## src/hdl/apt_pkg.sv

```systemverilog
// shared constants for the converter phase timing and repeat block
package apt_pkg;

   // ****************************************
   // register map (byte-wide registers)
   // ****************************************
   localparam int unsigned ADDR_W          = 4;
   localparam logic [3:0]  ADDR_PRE_LO     = 4'h0;
   localparam logic [3:0]  ADDR_PRE_HI     = 4'h1;
   localparam logic [3:0]  ADDR_ACQ_LO     = 4'h2;
   localparam logic [3:0]  ADDR_ACQ_HI     = 4'h3;
   localparam logic [3:0]  ADDR_CAP        = 4'h4;
   localparam logic [3:0]  ADDR_RPT        = 4'h5;
   localparam logic [3:0]  ADDR_CNT        = 4'h6;
   localparam logic [3:0]  ADDR_FLT_HI     = 4'h7;
   localparam logic [3:0]  ADDR_CLK_SEL    = 4'h8;
   localparam logic [3:0]  ADDR_COMP_CTRL  = 4'h9;
   localparam logic [3:0]  ADDR_STATUS     = 4'hA;

   // ****************************************
   // field layout and reset values
   // ****************************************
   localparam int unsigned TIME_W          = 13;
   localparam int unsigned HI_W            = 5;
   localparam int unsigned CAP_W           = 5;
   localparam int unsigned CLKSEL_W        = 6;
   localparam int unsigned CNT_W           = 14;
   localparam int unsigned ACC_W           = 18;
   localparam int unsigned FLT_W           = 16;
   localparam int unsigned MODE_LSB        = 0;
   localparam int unsigned SHIFT_LSB       = 3;
   localparam int unsigned DUAL_BIT        = 6;
   localparam logic [7:0]  BYTE_RESET      = 8'h00;

   // ****************************************
   // computation modes and sequencer states
   // ****************************************
   localparam logic [2:0]  MODE_BASIC      = 3'h0;
   localparam logic [2:0]  MODE_ACCUM      = 3'h1;
   localparam logic [2:0]  MODE_AVERAGE    = 3'h2;
   localparam logic [2:0]  MODE_BURST      = 3'h3;
   localparam logic [2:0]  MODE_LPF        = 3'h4;

   // low two bits double as the stage status code
   typedef enum logic [1:0] {
      ST_IDLE = 2'b00,
      ST_PRE  = 2'b01,
      ST_ACQ  = 2'b10,
      ST_CONV = 2'b11
   } apt_state_e;

endpackage

```

## src/hdl/apt_tick_if.sv

```systemverilog
// converter-clock tick and phase counter handshake between the timing modules
`timescale 1ns/1ps
interface apt_tick_if #(parameter int unsigned CNT_W = 14);
   logic             tick;
   logic             load;
   logic [CNT_W-1:0] loadValue;
   logic             done;

   modport div (output tick);
   modport cnt (input tick, input load, input loadValue, output done);
   modport seq (input tick, input done, output load, output loadValue);
endinterface

```

## src/hdl/apt_clk_div.sv

```systemverilog
// converter clock divider: one tick every 2*(select+1) system clocks
`timescale 1ns/1ps
module apt_clk_div #(
   parameter int unsigned SEL_W = 6
) (
   input wire logic             clk,
   input wire logic             rst,
   input wire logic             clkEn,
   input wire logic             clear,
   input wire logic [SEL_W-1:0] divSelect,
   apt_tick_if.div              tickBus
);
   logic [SEL_W:0] divCount_reg;
   logic [SEL_W:0] divLimit;

   if (SEL_W < 1) begin : g_sel_check
      $error("apt_clk_div: SEL_W must be at least 1");
   end

   // period 2*(sel+1): count 0 .. 2*sel+1
   assign divLimit = {divSelect, 1'b1};
   assign tickBus.tick = clkEn && !clear && (divCount_reg == divLimit);

   // clear realigns the divider so a phase starts on a full converter period
   always_ff @(posedge clk or posedge rst) begin
      if (rst) begin
         divCount_reg <= '0;
      end else if (clkEn) begin
         if (clear || tickBus.tick) begin
            divCount_reg <= '0;
         end else begin
            divCount_reg <= divCount_reg + 1'b1;
         end
      end
   end
endmodule

```

## src/hdl/apt_phase_cnt.sv

```systemverilog
// phase length counter: counts converter ticks down from the loaded length
`timescale 1ns/1ps
module apt_phase_cnt #(
   parameter int unsigned CNT_W = 14
) (
   input wire logic clk,
   input wire logic rst,
   input wire logic clkEn,
   apt_tick_if.cnt  tickBus
);
   logic [CNT_W-1:0] remain_reg;

   if (CNT_W < 2) begin : g_cnt_check
      $error("apt_phase_cnt: CNT_W must be at least 2");
   end

   // done must not look at load: the sequencer reloads in the cycle that raises done
   assign tickBus.done = tickBus.tick && (remain_reg == CNT_W'(1));

   always_ff @(posedge clk or posedge rst) begin
      if (rst) begin
         remain_reg <= '0;
      end else if (clkEn) begin
         if (tickBus.load) begin
            remain_reg <= tickBus.loadValue;
         end else if (tickBus.tick && remain_reg != '0) begin
            remain_reg <= remain_reg - 1'b1;
         end
      end
   end
endmodule

```

## src/hdl/apt_top.sv

```systemverilog
// converter phase timing, sample capacitor select, repeat counter and filter output
//
// Contract
// - A 13-bit precharge length (low byte plus 5-bit high field) of N nonzero lasts exactly N converter clocks.
// - A zero precharge length leaves the precharge phase out of the conversion.
// - A 13-bit acquisition length of N nonzero lasts N converter clocks.
// - Zero acquisition is skipped when precharge is zero, and lasts 8192 converter clocks otherwise.
// - The 5-bit capacitor code N switches in N one-picofarad units, zero none and 11111 all 31.
// - An 8-bit writable repeat limit sets how many triggers pass before the threshold check in repeat modes.
// - An 8-bit trigger tally counts triggers in repeat modes and against the limit decides when the check runs.
// - In accumulate, average and burst average modes the filter output is the accumulator shifted right.
// - In low-pass mode the filter output is the low-pass result, and its high byte is read-only.
// - Reset clears the timing, capacitor and limit registers; the tally is not reset.
// - The top three bits of the two high timing bytes and the capacitor byte read zero and ignore writes.
// - The converter clock is the system clock divided by 2 times (select + 1) with a 6-bit select.
// - Stage status reads 001/010/011 for the first stage phases and 101/110/111 for the second.
`timescale 1ns/1ps
module apt_top #(
   parameter int unsigned ACQ_ZERO_CLOCKS = 8192,
   parameter int unsigned CONV_CLOCKS     = 12
) (
   input  wire logic                       clk,
   input  wire logic                       rst,
   input  wire logic                       clkEn,
   input  wire logic [apt_pkg::ADDR_W-1:0] regAddr,
   input  wire logic [7:0]                 regWrData,
   input  wire logic                       regWrEn,
   input  wire logic                       regRdEn,
   output logic      [7:0]                 regRdData,
   input  wire logic                       convStart,
   input  wire logic [apt_pkg::ACC_W-1:0]  accumulatorValue,
   input  wire logic [apt_pkg::FLT_W-1:0]  lpfResult,
   output logic      [30:0]                capEnable,
   output logic      [2:0]                 stageStatus,
   output logic                            prechargeOn,
   output logic                            acquireOn,
   output logic                            convertOn,
   output logic                            convDone,
   output logic                            thresholdCheck
);
   localparam int unsigned CW        = apt_pkg::CNT_W;
   localparam int unsigned CAP_LINES = (1 << apt_pkg::CAP_W) - 1;
   localparam logic [CW-1:0] ACQ_ZERO_LEN = CW'(ACQ_ZERO_CLOCKS);
   localparam logic [CW-1:0] CONV_LEN     = CW'(CONV_CLOCKS);

   if (ACQ_ZERO_CLOCKS < 1 || ACQ_ZERO_CLOCKS >= (1 << CW) || CONV_CLOCKS < 1 || CONV_CLOCKS >= (1 << CW))
   begin : g_len_check
      $error("apt_top: phase lengths must fit the phase counter and be nonzero");
   end

   // ****************************************
   // registers
   // ****************************************
   logic [7:0]                     preLo_reg;
   logic [apt_pkg::HI_W-1:0]       preHi_reg;
   logic [7:0]                     acqLo_reg;
   logic [apt_pkg::HI_W-1:0]       acqHi_reg;
   logic [apt_pkg::CAP_W-1:0]      capCode_reg;
   logic [7:0]                     repeatLimit_reg;
   logic [7:0]                     triggerTally_reg;
   logic [apt_pkg::CLKSEL_W-1:0]   clkSel_reg;
   logic [6:0]                     compCtrl_reg;
   logic [apt_pkg::FLT_W-1:0]      filterOutput_reg;
   logic                           secondStage_reg;
   logic                           secondStage_next;
   apt_pkg::apt_state_e            state_reg;
   apt_pkg::apt_state_e            state_next;

   logic [apt_pkg::TIME_W-1:0]     precharge_setting;
   logic [apt_pkg::TIME_W-1:0]     acquisition_setting;
   logic [CW-1:0]                  acquisitionCount;
   logic [2:0]                     computeMode;
   logic [2:0]                     rightShiftAmount;
   logic                           repeatMode;
   logic [8:0]                     tallyPlusOne;
   logic [apt_pkg::ACC_W-1:0]      shiftedAcc;
   logic [CAP_LINES-1:0]           capEnableNext;
   logic                           wrHit;
   apt_pkg::apt_state_e            firstState;
   logic [CW-1:0]                  firstLen;
   logic                           convDoneNext;

   apt_tick_if #(.CNT_W(CW)) tickBus();

   assign precharge_setting   = {preHi_reg, preLo_reg};
   assign acquisition_setting = {acqHi_reg, acqLo_reg};
   assign computeMode         = compCtrl_reg[apt_pkg::MODE_LSB +: 3];
   assign rightShiftAmount    = compCtrl_reg[apt_pkg::SHIFT_LSB +: 3];
   assign wrHit               = regWrEn && clkEn;

   // ****************************************
   // register writes
   // ****************************************
   // high fields keep only their implemented bits; filter high byte takes no write
   always_ff @(posedge clk or posedge rst) begin
      if (rst) begin
         preLo_reg       <= apt_pkg::BYTE_RESET;
         preHi_reg       <= apt_pkg::BYTE_RESET[apt_pkg::HI_W-1:0];
         acqLo_reg       <= apt_pkg::BYTE_RESET;
         acqHi_reg       <= apt_pkg::BYTE_RESET[apt_pkg::HI_W-1:0];
         capCode_reg     <= apt_pkg::BYTE_RESET[apt_pkg::CAP_W-1:0];
         repeatLimit_reg <= apt_pkg::BYTE_RESET;
         clkSel_reg      <= apt_pkg::BYTE_RESET[apt_pkg::CLKSEL_W-1:0];
         compCtrl_reg    <= apt_pkg::BYTE_RESET[6:0];
      end else if (wrHit) begin
         unique case (regAddr)
            apt_pkg::ADDR_PRE_LO:    preLo_reg       <= regWrData;
            apt_pkg::ADDR_PRE_HI:    preHi_reg       <= regWrData[apt_pkg::HI_W-1:0];
            apt_pkg::ADDR_ACQ_LO:    acqLo_reg       <= regWrData;
            apt_pkg::ADDR_ACQ_HI:    acqHi_reg       <= regWrData[apt_pkg::HI_W-1:0];
            apt_pkg::ADDR_CAP:       capCode_reg     <= regWrData[apt_pkg::CAP_W-1:0];
            apt_pkg::ADDR_RPT:       repeatLimit_reg <= regWrData;
            apt_pkg::ADDR_CLK_SEL:   clkSel_reg      <= regWrData[apt_pkg::CLKSEL_W-1:0];
            apt_pkg::ADDR_COMP_CTRL: compCtrl_reg    <= regWrData[6:0];
            default: ;
         endcase
      end
   end

   // ****************************************
   // register reads
   // ****************************************
   always_ff @(posedge clk or posedge rst) begin
      if (rst) begin
         regRdData <= apt_pkg::BYTE_RESET;
      end else if (clkEn) begin
         regRdData <= apt_pkg::BYTE_RESET;
         if (regRdEn) begin
            unique case (regAddr)
               apt_pkg::ADDR_PRE_LO:    regRdData <= preLo_reg;
               apt_pkg::ADDR_PRE_HI:    regRdData <= {3'h0, preHi_reg};
               apt_pkg::ADDR_ACQ_LO:    regRdData <= acqLo_reg;
               apt_pkg::ADDR_ACQ_HI:    regRdData <= {3'h0, acqHi_reg};
               apt_pkg::ADDR_CAP:       regRdData <= {3'h0, capCode_reg};
               apt_pkg::ADDR_RPT:       regRdData <= repeatLimit_reg;
               apt_pkg::ADDR_CNT:       regRdData <= triggerTally_reg;
               apt_pkg::ADDR_FLT_HI:    regRdData <= filterOutput_reg[15:8];
               apt_pkg::ADDR_CLK_SEL:   regRdData <= {2'h0, clkSel_reg};
               apt_pkg::ADDR_COMP_CTRL: regRdData <= {1'b0, compCtrl_reg};
               apt_pkg::ADDR_STATUS:    regRdData <= {5'h00, stageStatus};
               default:                 regRdData <= apt_pkg::BYTE_RESET;
            endcase
         end
      end
   end

   // ****************************************
   // converter clock and phase counter
   // ****************************************
   apt_clk_div #(.SEL_W(apt_pkg::CLKSEL_W)) u_div (
      .clk       (clk),
      .rst       (rst),
      .clkEn     (clkEn),
      .clear     (state_reg == apt_pkg::ST_IDLE),
      .divSelect (clkSel_reg),
      .tickBus   (tickBus.div)
   );

   apt_phase_cnt #(.CNT_W(CW)) u_cnt (
      .clk     (clk),
      .rst     (rst),
      .clkEn   (clkEn),
      .tickBus (tickBus.cnt)
   );

   // ****************************************
   // phase sequencer
   // ****************************************
   // zero acquisition with precharge on takes the long default, not the 256 of the older note
   assign acquisitionCount = (acquisition_setting != '0) ? {1'b0, acquisition_setting} :
                             (precharge_setting != '0) ? ACQ_ZERO_LEN : '0;

   always_comb begin
      if (precharge_setting != '0) begin
         firstState = apt_pkg::ST_PRE;
         firstLen   = {1'b0, precharge_setting};
      end else if (acquisitionCount != '0) begin
         firstState = apt_pkg::ST_ACQ;
         firstLen   = acquisitionCount;
      end else begin
         firstState = apt_pkg::ST_CONV;
         firstLen   = CONV_LEN;
      end
   end
   always_comb begin
      state_next        = state_reg;
      secondStage_next  = secondStage_reg;
      tickBus.load      = 1'b0;
      tickBus.loadValue = '0;
      convDoneNext      = 1'b0;
      if (clkEn) begin
         unique case (state_reg)
            apt_pkg::ST_IDLE: begin
               if (convStart) begin
                  state_next        = firstState;
                  secondStage_next  = 1'b0;
                  tickBus.load      = 1'b1;
                  tickBus.loadValue = firstLen;
               end
            end
            apt_pkg::ST_PRE: begin
               if (tickBus.done) begin
                  tickBus.load = 1'b1;
                  if (acquisitionCount != '0) begin
                     state_next        = apt_pkg::ST_ACQ;
                     tickBus.loadValue = acquisitionCount;
                  end else begin
                     state_next        = apt_pkg::ST_CONV;
                     tickBus.loadValue = CONV_LEN;
                  end
               end
            end
            apt_pkg::ST_ACQ: begin
               if (tickBus.done) begin
                  state_next        = apt_pkg::ST_CONV;
                  tickBus.load      = 1'b1;
                  tickBus.loadValue = CONV_LEN;
               end
            end
            apt_pkg::ST_CONV: begin
               if (tickBus.done) begin
                  if (compCtrl_reg[apt_pkg::DUAL_BIT] && !secondStage_reg) begin
                     state_next        = firstState;
                     secondStage_next  = 1'b1;
                     tickBus.load      = 1'b1;
                     tickBus.loadValue = firstLen;
                  end else begin
                     state_next   = apt_pkg::ST_IDLE;
                     convDoneNext = 1'b1;
                  end
               end
            end
         endcase
      end
   end
   always_ff @(posedge clk or posedge rst) begin
      if (rst) begin
         state_reg       <= apt_pkg::ST_IDLE;
         secondStage_reg <= 1'b0;
      end else begin
         state_reg       <= state_next;
         secondStage_reg <= secondStage_next;
      end
   end
   // outputs follow the next state so they line up with the state register
   always_ff @(posedge clk or posedge rst) begin
      if (rst) begin
         stageStatus <= 3'h0;
         prechargeOn <= 1'b0;
         acquireOn   <= 1'b0;
         convertOn   <= 1'b0;
         convDone    <= 1'b0;
      end else if (clkEn) begin
         stageStatus <= (state_next == apt_pkg::ST_IDLE) ? 3'h0 : {secondStage_next, state_next};
         prechargeOn <= state_next == apt_pkg::ST_PRE;
         acquireOn   <= state_next == apt_pkg::ST_ACQ;
         convertOn   <= state_next == apt_pkg::ST_CONV;
         convDone    <= convDoneNext;
      end
   end

   // ****************************************
   // extra sample capacitance
   // ****************************************
   for (genvar i = 0; i < CAP_LINES; i++) begin : g_cap
      assign capEnableNext[i] = capCode_reg > apt_pkg::CAP_W'(i);
   end
   always_ff @(posedge clk or posedge rst) begin
      if (rst) begin
         capEnable <= '0;
      end else if (clkEn) begin
         capEnable <= capEnableNext;
      end
   end

   // ****************************************
   // repeat tally and threshold check
   // ****************************************
   assign repeatMode   = computeMode == apt_pkg::MODE_LPF || computeMode == apt_pkg::MODE_BURST ||
                         computeMode == apt_pkg::MODE_AVERAGE;
   assign tallyPlusOne = {1'b0, triggerTally_reg} + 9'h001;
   // no reset on purpose: the tally survives resets and powers up unknown
   always_ff @(posedge clk) begin
      if (clkEn) begin
         if (regWrEn && regAddr == apt_pkg::ADDR_CNT) begin
            triggerTally_reg <= regWrData;
         end else if (convDoneNext && repeatMode) begin
            triggerTally_reg <= (tallyPlusOne >= {1'b0, repeatLimit_reg}) ? 8'h00 : tallyPlusOne[7:0];
         end
      end
   end
   always_ff @(posedge clk or posedge rst) begin
      if (rst) begin
         thresholdCheck <= 1'b0;
      end else if (clkEn) begin
         thresholdCheck <= convDoneNext && repeatMode && (tallyPlusOne >= {1'b0, repeatLimit_reg});
      end
   end

   // ****************************************
   // filter output
   // ****************************************
   assign shiftedAcc = accumulatorValue >> rightShiftAmount;
   always_ff @(posedge clk or posedge rst) begin
      if (rst) begin
         filterOutput_reg <= '0;
      end else if (clkEn) begin
         if (computeMode == apt_pkg::MODE_LPF) begin
            filterOutput_reg <= lpfResult;
         end else if (computeMode != apt_pkg::MODE_BASIC) begin
            filterOutput_reg <= shiftedAcc[apt_pkg::FLT_W-1:0];
         end
      end
   end

   // ****************************************
   // checks
   // ****************************************
   logic [CW-1:0] phaseTicks;
   always_ff @(posedge clk or posedge rst) begin
      if (rst) begin
         phaseTicks <= '0;
      end else if (state_next != state_reg || tickBus.load) begin
         phaseTicks <= '0;
      end else if (tickBus.tick) begin
         phaseTicks <= phaseTicks + 1'b1;
      end
   end
endmodule

```

## config.mk

```make
export PLATFORM = sky130hd
export DESIGN_NAME = apt_top
export DESIGN_NICKNAME = d
export VERILOG_FILES = /design/src/hdl/apt_pkg.sv /design/src/hdl/apt_tick_if.sv /design/src/hdl/apt_clk_div.sv /design/src/hdl/apt_phase_cnt.sv /design/src/hdl/apt_top.sv
export SDC_FILE = /design/constraint.sdc
export NUM_CORES = 1
export LEC_CHECK = 0
export BUFFER_PORTS_ARGS = -buffer_cell sky130_fd_sc_hd__buf_2
export CORE_ASPECT_RATIO = 1.5
export CORE_MARGIN = 5
export CORE_UTILIZATION = 51
export CTS_BUF_LIST = sky130_fd_sc_hd__clkbuf_8
export CTS_CLUSTER_SIZE = 8
export DETAILED_ROUTE_END_ITERATION = 12
export PLACE_DENSITY = 0.73
export SLEW_MARGIN = 20
export SYNTH_ARGS = -nofsm -noshare
export SYNTH_HDL_FRONTEND = slang
export SYNTH_HIERARCHICAL = 1
export SYNTH_SLANG_ARGS = --single-unit
```

## constraint.sdc

```tcl
create_clock -name clk -period 4.42 [get_ports clk]
set_input_delay 0.442 -clock clk [delete_from_list [all_inputs] [get_ports clk]]
set_output_delay 0.442 -clock clk [all_outputs]
set_load 0.02 [all_outputs]
```

# == Yosys cells after proc, flatten, opt, wreduce, memory -nomap -nowiden ==
# Index checks and enable logic that the tools add are counted.
# classes
n_addsub,3
order_cmp,32
eq_ne,21
shifts,1
muxes,45
reduce_logical,37
# op_table
cell,n
$mux W14,10
$pmux W8 S11,1
$gt A5 B5 Y1 const B,15
$pmux W14 S4,1
$gt A5 B4 Y1 const B,8
$mux W16,2
$mux W8,4
$reduce_bool A14 Y1,2
$reduce_bool A13 Y1,2
$reduce_and A2 Y1,11
$gt A5 B3 Y1 const B,4
$shr A18 B3 Y16,1
$eq A4 B3 Y1 const B,4
$eq A14 B1 Y1 const B,1
$mux W1,14
$mux W2,7
$sub A14 B1 Y14 const B,1
$eq A4 B4 Y1 const B,3
$gt A5 B1 Y1 const B,2
$gt A5 B2 Y1 const B,2
$add A8 B1 Y9 const B,1
$ge A9 B8 Y1,1
$logic_and A1 B1 Y1,9
$eq A2 B2 Y1 const B,4
other kinds (20),29
# totals
regBits,147
inputBits,52
wordCells,161

# == Depth between registers and ports, before layout ==
# logic_depth
depth_word,12
ltp_mapped,15
ltp_nobuf,14

# == Modules after synthesis ==
# Netlist, hierarchy kept.
# by_module_without_submodules
mod,n_inst,cells_each,area_per_inst_um2,seq_area_each_um2
apt_top,1,658,6560.0,2992.9
apt_phase_cnt,1,113,1014.7,350.3
apt_clk_div,1,45,449.2,175.2

# == Worst setup path before layout ==
# Ideal clock, no wire load.
# synth_path
path_kind,register to register
startpoint,register u_div.divCount_reg[4]
endpoint,register u_cnt.remain_reg[8]
setup_time_ns,0.124
t_arrival_ns,2.745
t_required_ns,4.296
slack_ns,1.551
path_stages_with_launch,14
period_less_slack_ns,2.869
path_cell_list,dfrtp_1 -> xnor2_1 -> nand3_2 -> nor3_2 -> and3b_1 -> and4b_2 -> and3_1 -> clkbuf_8 -> a21oi_1 -> a21oi_1 -> clkbuf_1 -> clkbuf_1 -> and4b_1 -> a211o_1
# synth_between
elab_chain_len,8
word_cells_on_any_way,14
# synth_rtl
item,line,text
start: declaration,apt_clk_div.sv:13,logic [SEL_W:0] divCount_reg;
start signal: assignment,apt_clk_div.sv:32,divCount_reg <= divCount_reg + 1'b1;
$eq A7 B7 Y1 *,apt_clk_div.sv:22,assign tickBus.tick = clkEn && !clear && (divCount_reg == divLimit);
$logic_and A1 B1 Y1 *,apt_clk_div.sv:22,
named net tickBus.tick,apt_tick_if.sv:4,logic tick;
$logic_and A1 B1 Y1 *,apt_phase_cnt.sv:18,assign tickBus.done = tickBus.tick && (remain_reg == CNT_W'(1));
named net tickBus.done,apt_tick_if.sv:7,logic done;
"$mux W1, on equally long branches","apt_top.sv:221, apt_top.sv:202, apt_top.sv:214",
$pmux W1 S3 *,apt_top.sv:192,unique case (state_reg)
$mux W1 *,apt_top.sv:191,if (clkEn) begin
named net tickBus.load,apt_tick_if.sv:5,logic load;
$reduce_bool A2 Y1 (no source line),-,
$reduce_and A2 Y1 (no source line),-,
end signal: assignment,apt_phase_cnt.sv:25,remain_reg <= tickBus.loadValue;
end signal: assignment,apt_phase_cnt.sv:27,remain_reg <= remain_reg - 1'b1;
end: declaration,apt_phase_cnt.sv:11,logic [CNT_W-1:0] remain_reg;
# The timed path passes the listed nets; every way through them passes the cells marked *.
# A chain may end at the register's enable or synchronous reset.

# == Worst setup path after layout ==
# layout_path
startpoint,register u_div.divCount_reg[4]
endpoint,register u_cnt.remain_reg[0]
# The elaborated chain is that of the path after synthesis.

==> impl_metrics.tcl <==
set metrics [dict create \
    crit_type "reg2reg" \
    yosysWarnings 6 \
    syn_nets 884 \
    die_y_um 164 \
    clk_path_buf_depth 2 \
    cellPowerDensity_nw_per_um2 498 \
    io_buffers 82 \
    setup_viol 0 \
    cp_data_arrival_time_ps 3960 \
    tightest_slew_ps 713 \
    cp-start-kind "register" \
    hpwl_mm 15.7 \
    finalInstanceArea_sq_um 8960 \
    antenna_cells 0 \
    clkSlewWorstSetupHoldPaths_ps 100 \
    leakagePower_nw 3.93 \
    synth.most_common_cell "dfrtp_1" \
    synth-edff-count 8 \
    grt_pass1_wl_mm 35.0 \
    r2r_start "u_div/divCount_reg[4]" \
    synth_ff_type "dfrtp_1" \
    path_max_fanout 14 \
    grt_start_max_net_pins 73 \
    grt-ovfl-total 0 \
    hold_viol_final 0 \
    tns_ps 0 \
    gp_congestion 0.967 \
    die_area_sq_um 18400 \
    dpl-instance-area_sq_um 8500 \
    synth.area.top_cells "dfrtp_1, mux2_2, o21ai_0, nor2_1, edfxtp_1" \
    cap_violations 0 \
    reg2regPathDepth 11 \
    ys_types 88 \
    fin_worst_skew_ps 14.1 \
    syn_area_sq_um 8020 \
    vias 6761 \
    cts-root-buf "clkbuf_8" \
    regArea_sq_um 3520 \
    async_flop_share_pct 94.2 \
    rsz0062_at_grt "false" \
    yosysSeqAreaShare_pct 43.8 \
    critPathMaxStageDelay_ps 490 \
    clock_latency_ps 460 \
    grt_pass1_vias 6696 \
    vdd_drop_max_uv 247 \
    period_share_pct 80.6 \
    htreeDepth 4 \
    numCtsBuffers 17 \
    largest_reg_flops 31 \
    min_path_cells 3 \
    drc_errors 0 \
    cts.sinks 139 \
    nets 942 \
    firstDrtPassIters 5 \
    rows 56 \
    tritoncts "done" \
    cp_slowest_cell "and3_1" \
    track_usage_pct 24.0 \
    max-slew-margin-rel_pct 52.5 \
    via_per_inst 6.20 \
    start_util_pct 51.6 \
    pin_count 99 \
    min_period_ps 3560 \
    drive_gt1_share_pct 23.9 \
    r2r_slack_ps 860 \
    worstPathRequired_ps 4820 \
    synth_area_leader_cell "dfrtp_1" \
    multi_input_area_sq_um 4080 \
    final.fill_count 1406 \
    postCtsHoldBufs 1 \
    post_cts_buffers 0 \
    avgSynthCellArea_sq_um 9.83 \
    cts_resized 0 \
    fmax_mhz 281 \
    status "complete, no violations" \
    path_cells "xnor2_1 -> nand3_2 -> nor3_2 -> and3b_1 -> and4b_2 -> and3_1 -> nand3_1 -> a21oi_1 -> nand2_1 -> o21ai_1 -> o221a_1" \
    r2r-end "u_cnt/remain_reg[0]" \
    synth-seq-cells 139 \
    initialDrtViolationCount 513 \
    fp.coreArea_sq_um 15600 \
    synth_common_cells "dfrtp_1, nor2_1, nand2_1" \
    synth.top_cell.area_share_pct 40.9 \
    die_w_um 112 \
    ant_nets 0 \
    wl_per_cell_um 19.8 \
    routed_wl_mm 21.6 \
    antenna_found_initial 0 \
    hold_start "regWrData[7]" \
    area_delta_synth_final_pct 11.7 \
    min_to "repeatLimit_reg[7]" \
    synth_cells 816 \
    maxSlewViolCount 0 \
    cp-end-kind "register" \
    hp-class "in2reg" \
]
-- placed cells by master, fill, tap and decap left out, types with 6 or more instances in the layout --
master / instances
a21oi_1: 36
a22oi_1: 17
a31oi_1: 11
a32o_1: 7
and2_1: 7
and3_1: 9
buf_2: 82
buf_4: 9
clkbuf_8: 17
dfrtp_1: 131
edfxtp_1: 8
ha_1: 16
inv_1: 42
mux2_2: 55
mux2i_1: 21
nand2_1: 61
nand3_1: 30
nand4_1: 9
nor2_1: 68
nor3_1: 18
nor4_1: 10
o211ai_1: 6
o21ai_0: 52
o2bb2ai_1: 12
xnor2_1: 9
xor2_1: 7
-- power breakdown --
| part | switching (W) | internal [W] | leakage (nW) | total [W] |
|---|---|---|---|---|
| sequential | 0.000349 | 0.00154 | 1.75 | 0.00189 |
| combinational | 0.000811 | 0.000579 | 1.96 | 0.00139 |
| clock | 0.000589 | 0.000594 | 0.231 | 0.00118 |
| total | 0.00175 | 0.00272 | 3.93 | 0.00447 |
-- cell type report --
cell class / instances / area share [%]
inverters: 45 / 1.91
clock buffers: 17 / 2.61
flip-flops and latches: 139 / 39.2
clock inverters: 15 / 2.48
multi-input cells: 579 / 45.5
repair buffers: 92 / 5.44
well taps: 203 / 2.83
-- cells by family after synthesis --
logic type                 Yosys count  share of synthesized area, %
muxes                               78                          10.9
adders and majority gates           16                          2.49
and+or+nand+nor                    256                          16.8
buffers and inverters               98                          5.35
DFF                                139                          43.8
xor gates and xnor gates            17                          1.95
AOI/OAI and AO/OA                  212                          18.6
-- layer usage --
layer | GRT usage, % | share of wire (%) | up-vias
met1 | 30.0 | 39 | 3305
met5 | 0 | 0 | -
li1 | - | - | 3121
met4 | 11.3 | 4.5 | 0
met2 | 40.2 | 50 | 268
met3 | 4.37 | 5.9 | 67
-- through the flow --
stage | hold WS [ps] | std cells | setup slack (ps) | total power, W | util (%)
3_3_place_gp | 423 | 1057 | 935 | 0.00326 | 54.6
4_1_cts | 255 | 1090 | 879 | 0.00448 | 57.6
2_1_floorplan | 245 | 816 | 1080 | 0.00286 | -
3_5_place_dp | 424 | 1057 | 928 | 0.00329 | 54.6
5_1_grt | 279 | 1090 | 617 | 0.00473 | 57.6
6_report | 273 | 1090 | 859 | 0.00447 | 57.6
-- how the worst max path moves through the flow --
stage / start / to / slack (ps)
after floorplan: rst / acqHi_reg[0] / 1080
after global placement: u_div/divCount_reg[4] / u_cnt/remain_reg[0] / 940
after detailed placement: u_div/divCount_reg[2] / u_cnt/remain_reg[0] / 930
after CTS: u_div/divCount_reg[4] / u_cnt/remain_reg[0] / 880
after global routing: u_div/divCount_reg[2] / u_cnt/remain_reg[0] / 620
final: u_div/divCount_reg[4] / u_cnt/remain_reg[0] / 860
-- critical path, delay by kind of cell (launching register included) --
family           cells  cell delay [ps]
AO/OA/AOI/OAI        3              970
XOR/XNOR             1              200
flip-flops           1              430
AND/OR/NAND/NOR      7             1880
No activity file was read; power rests on OpenSTA's default activity.
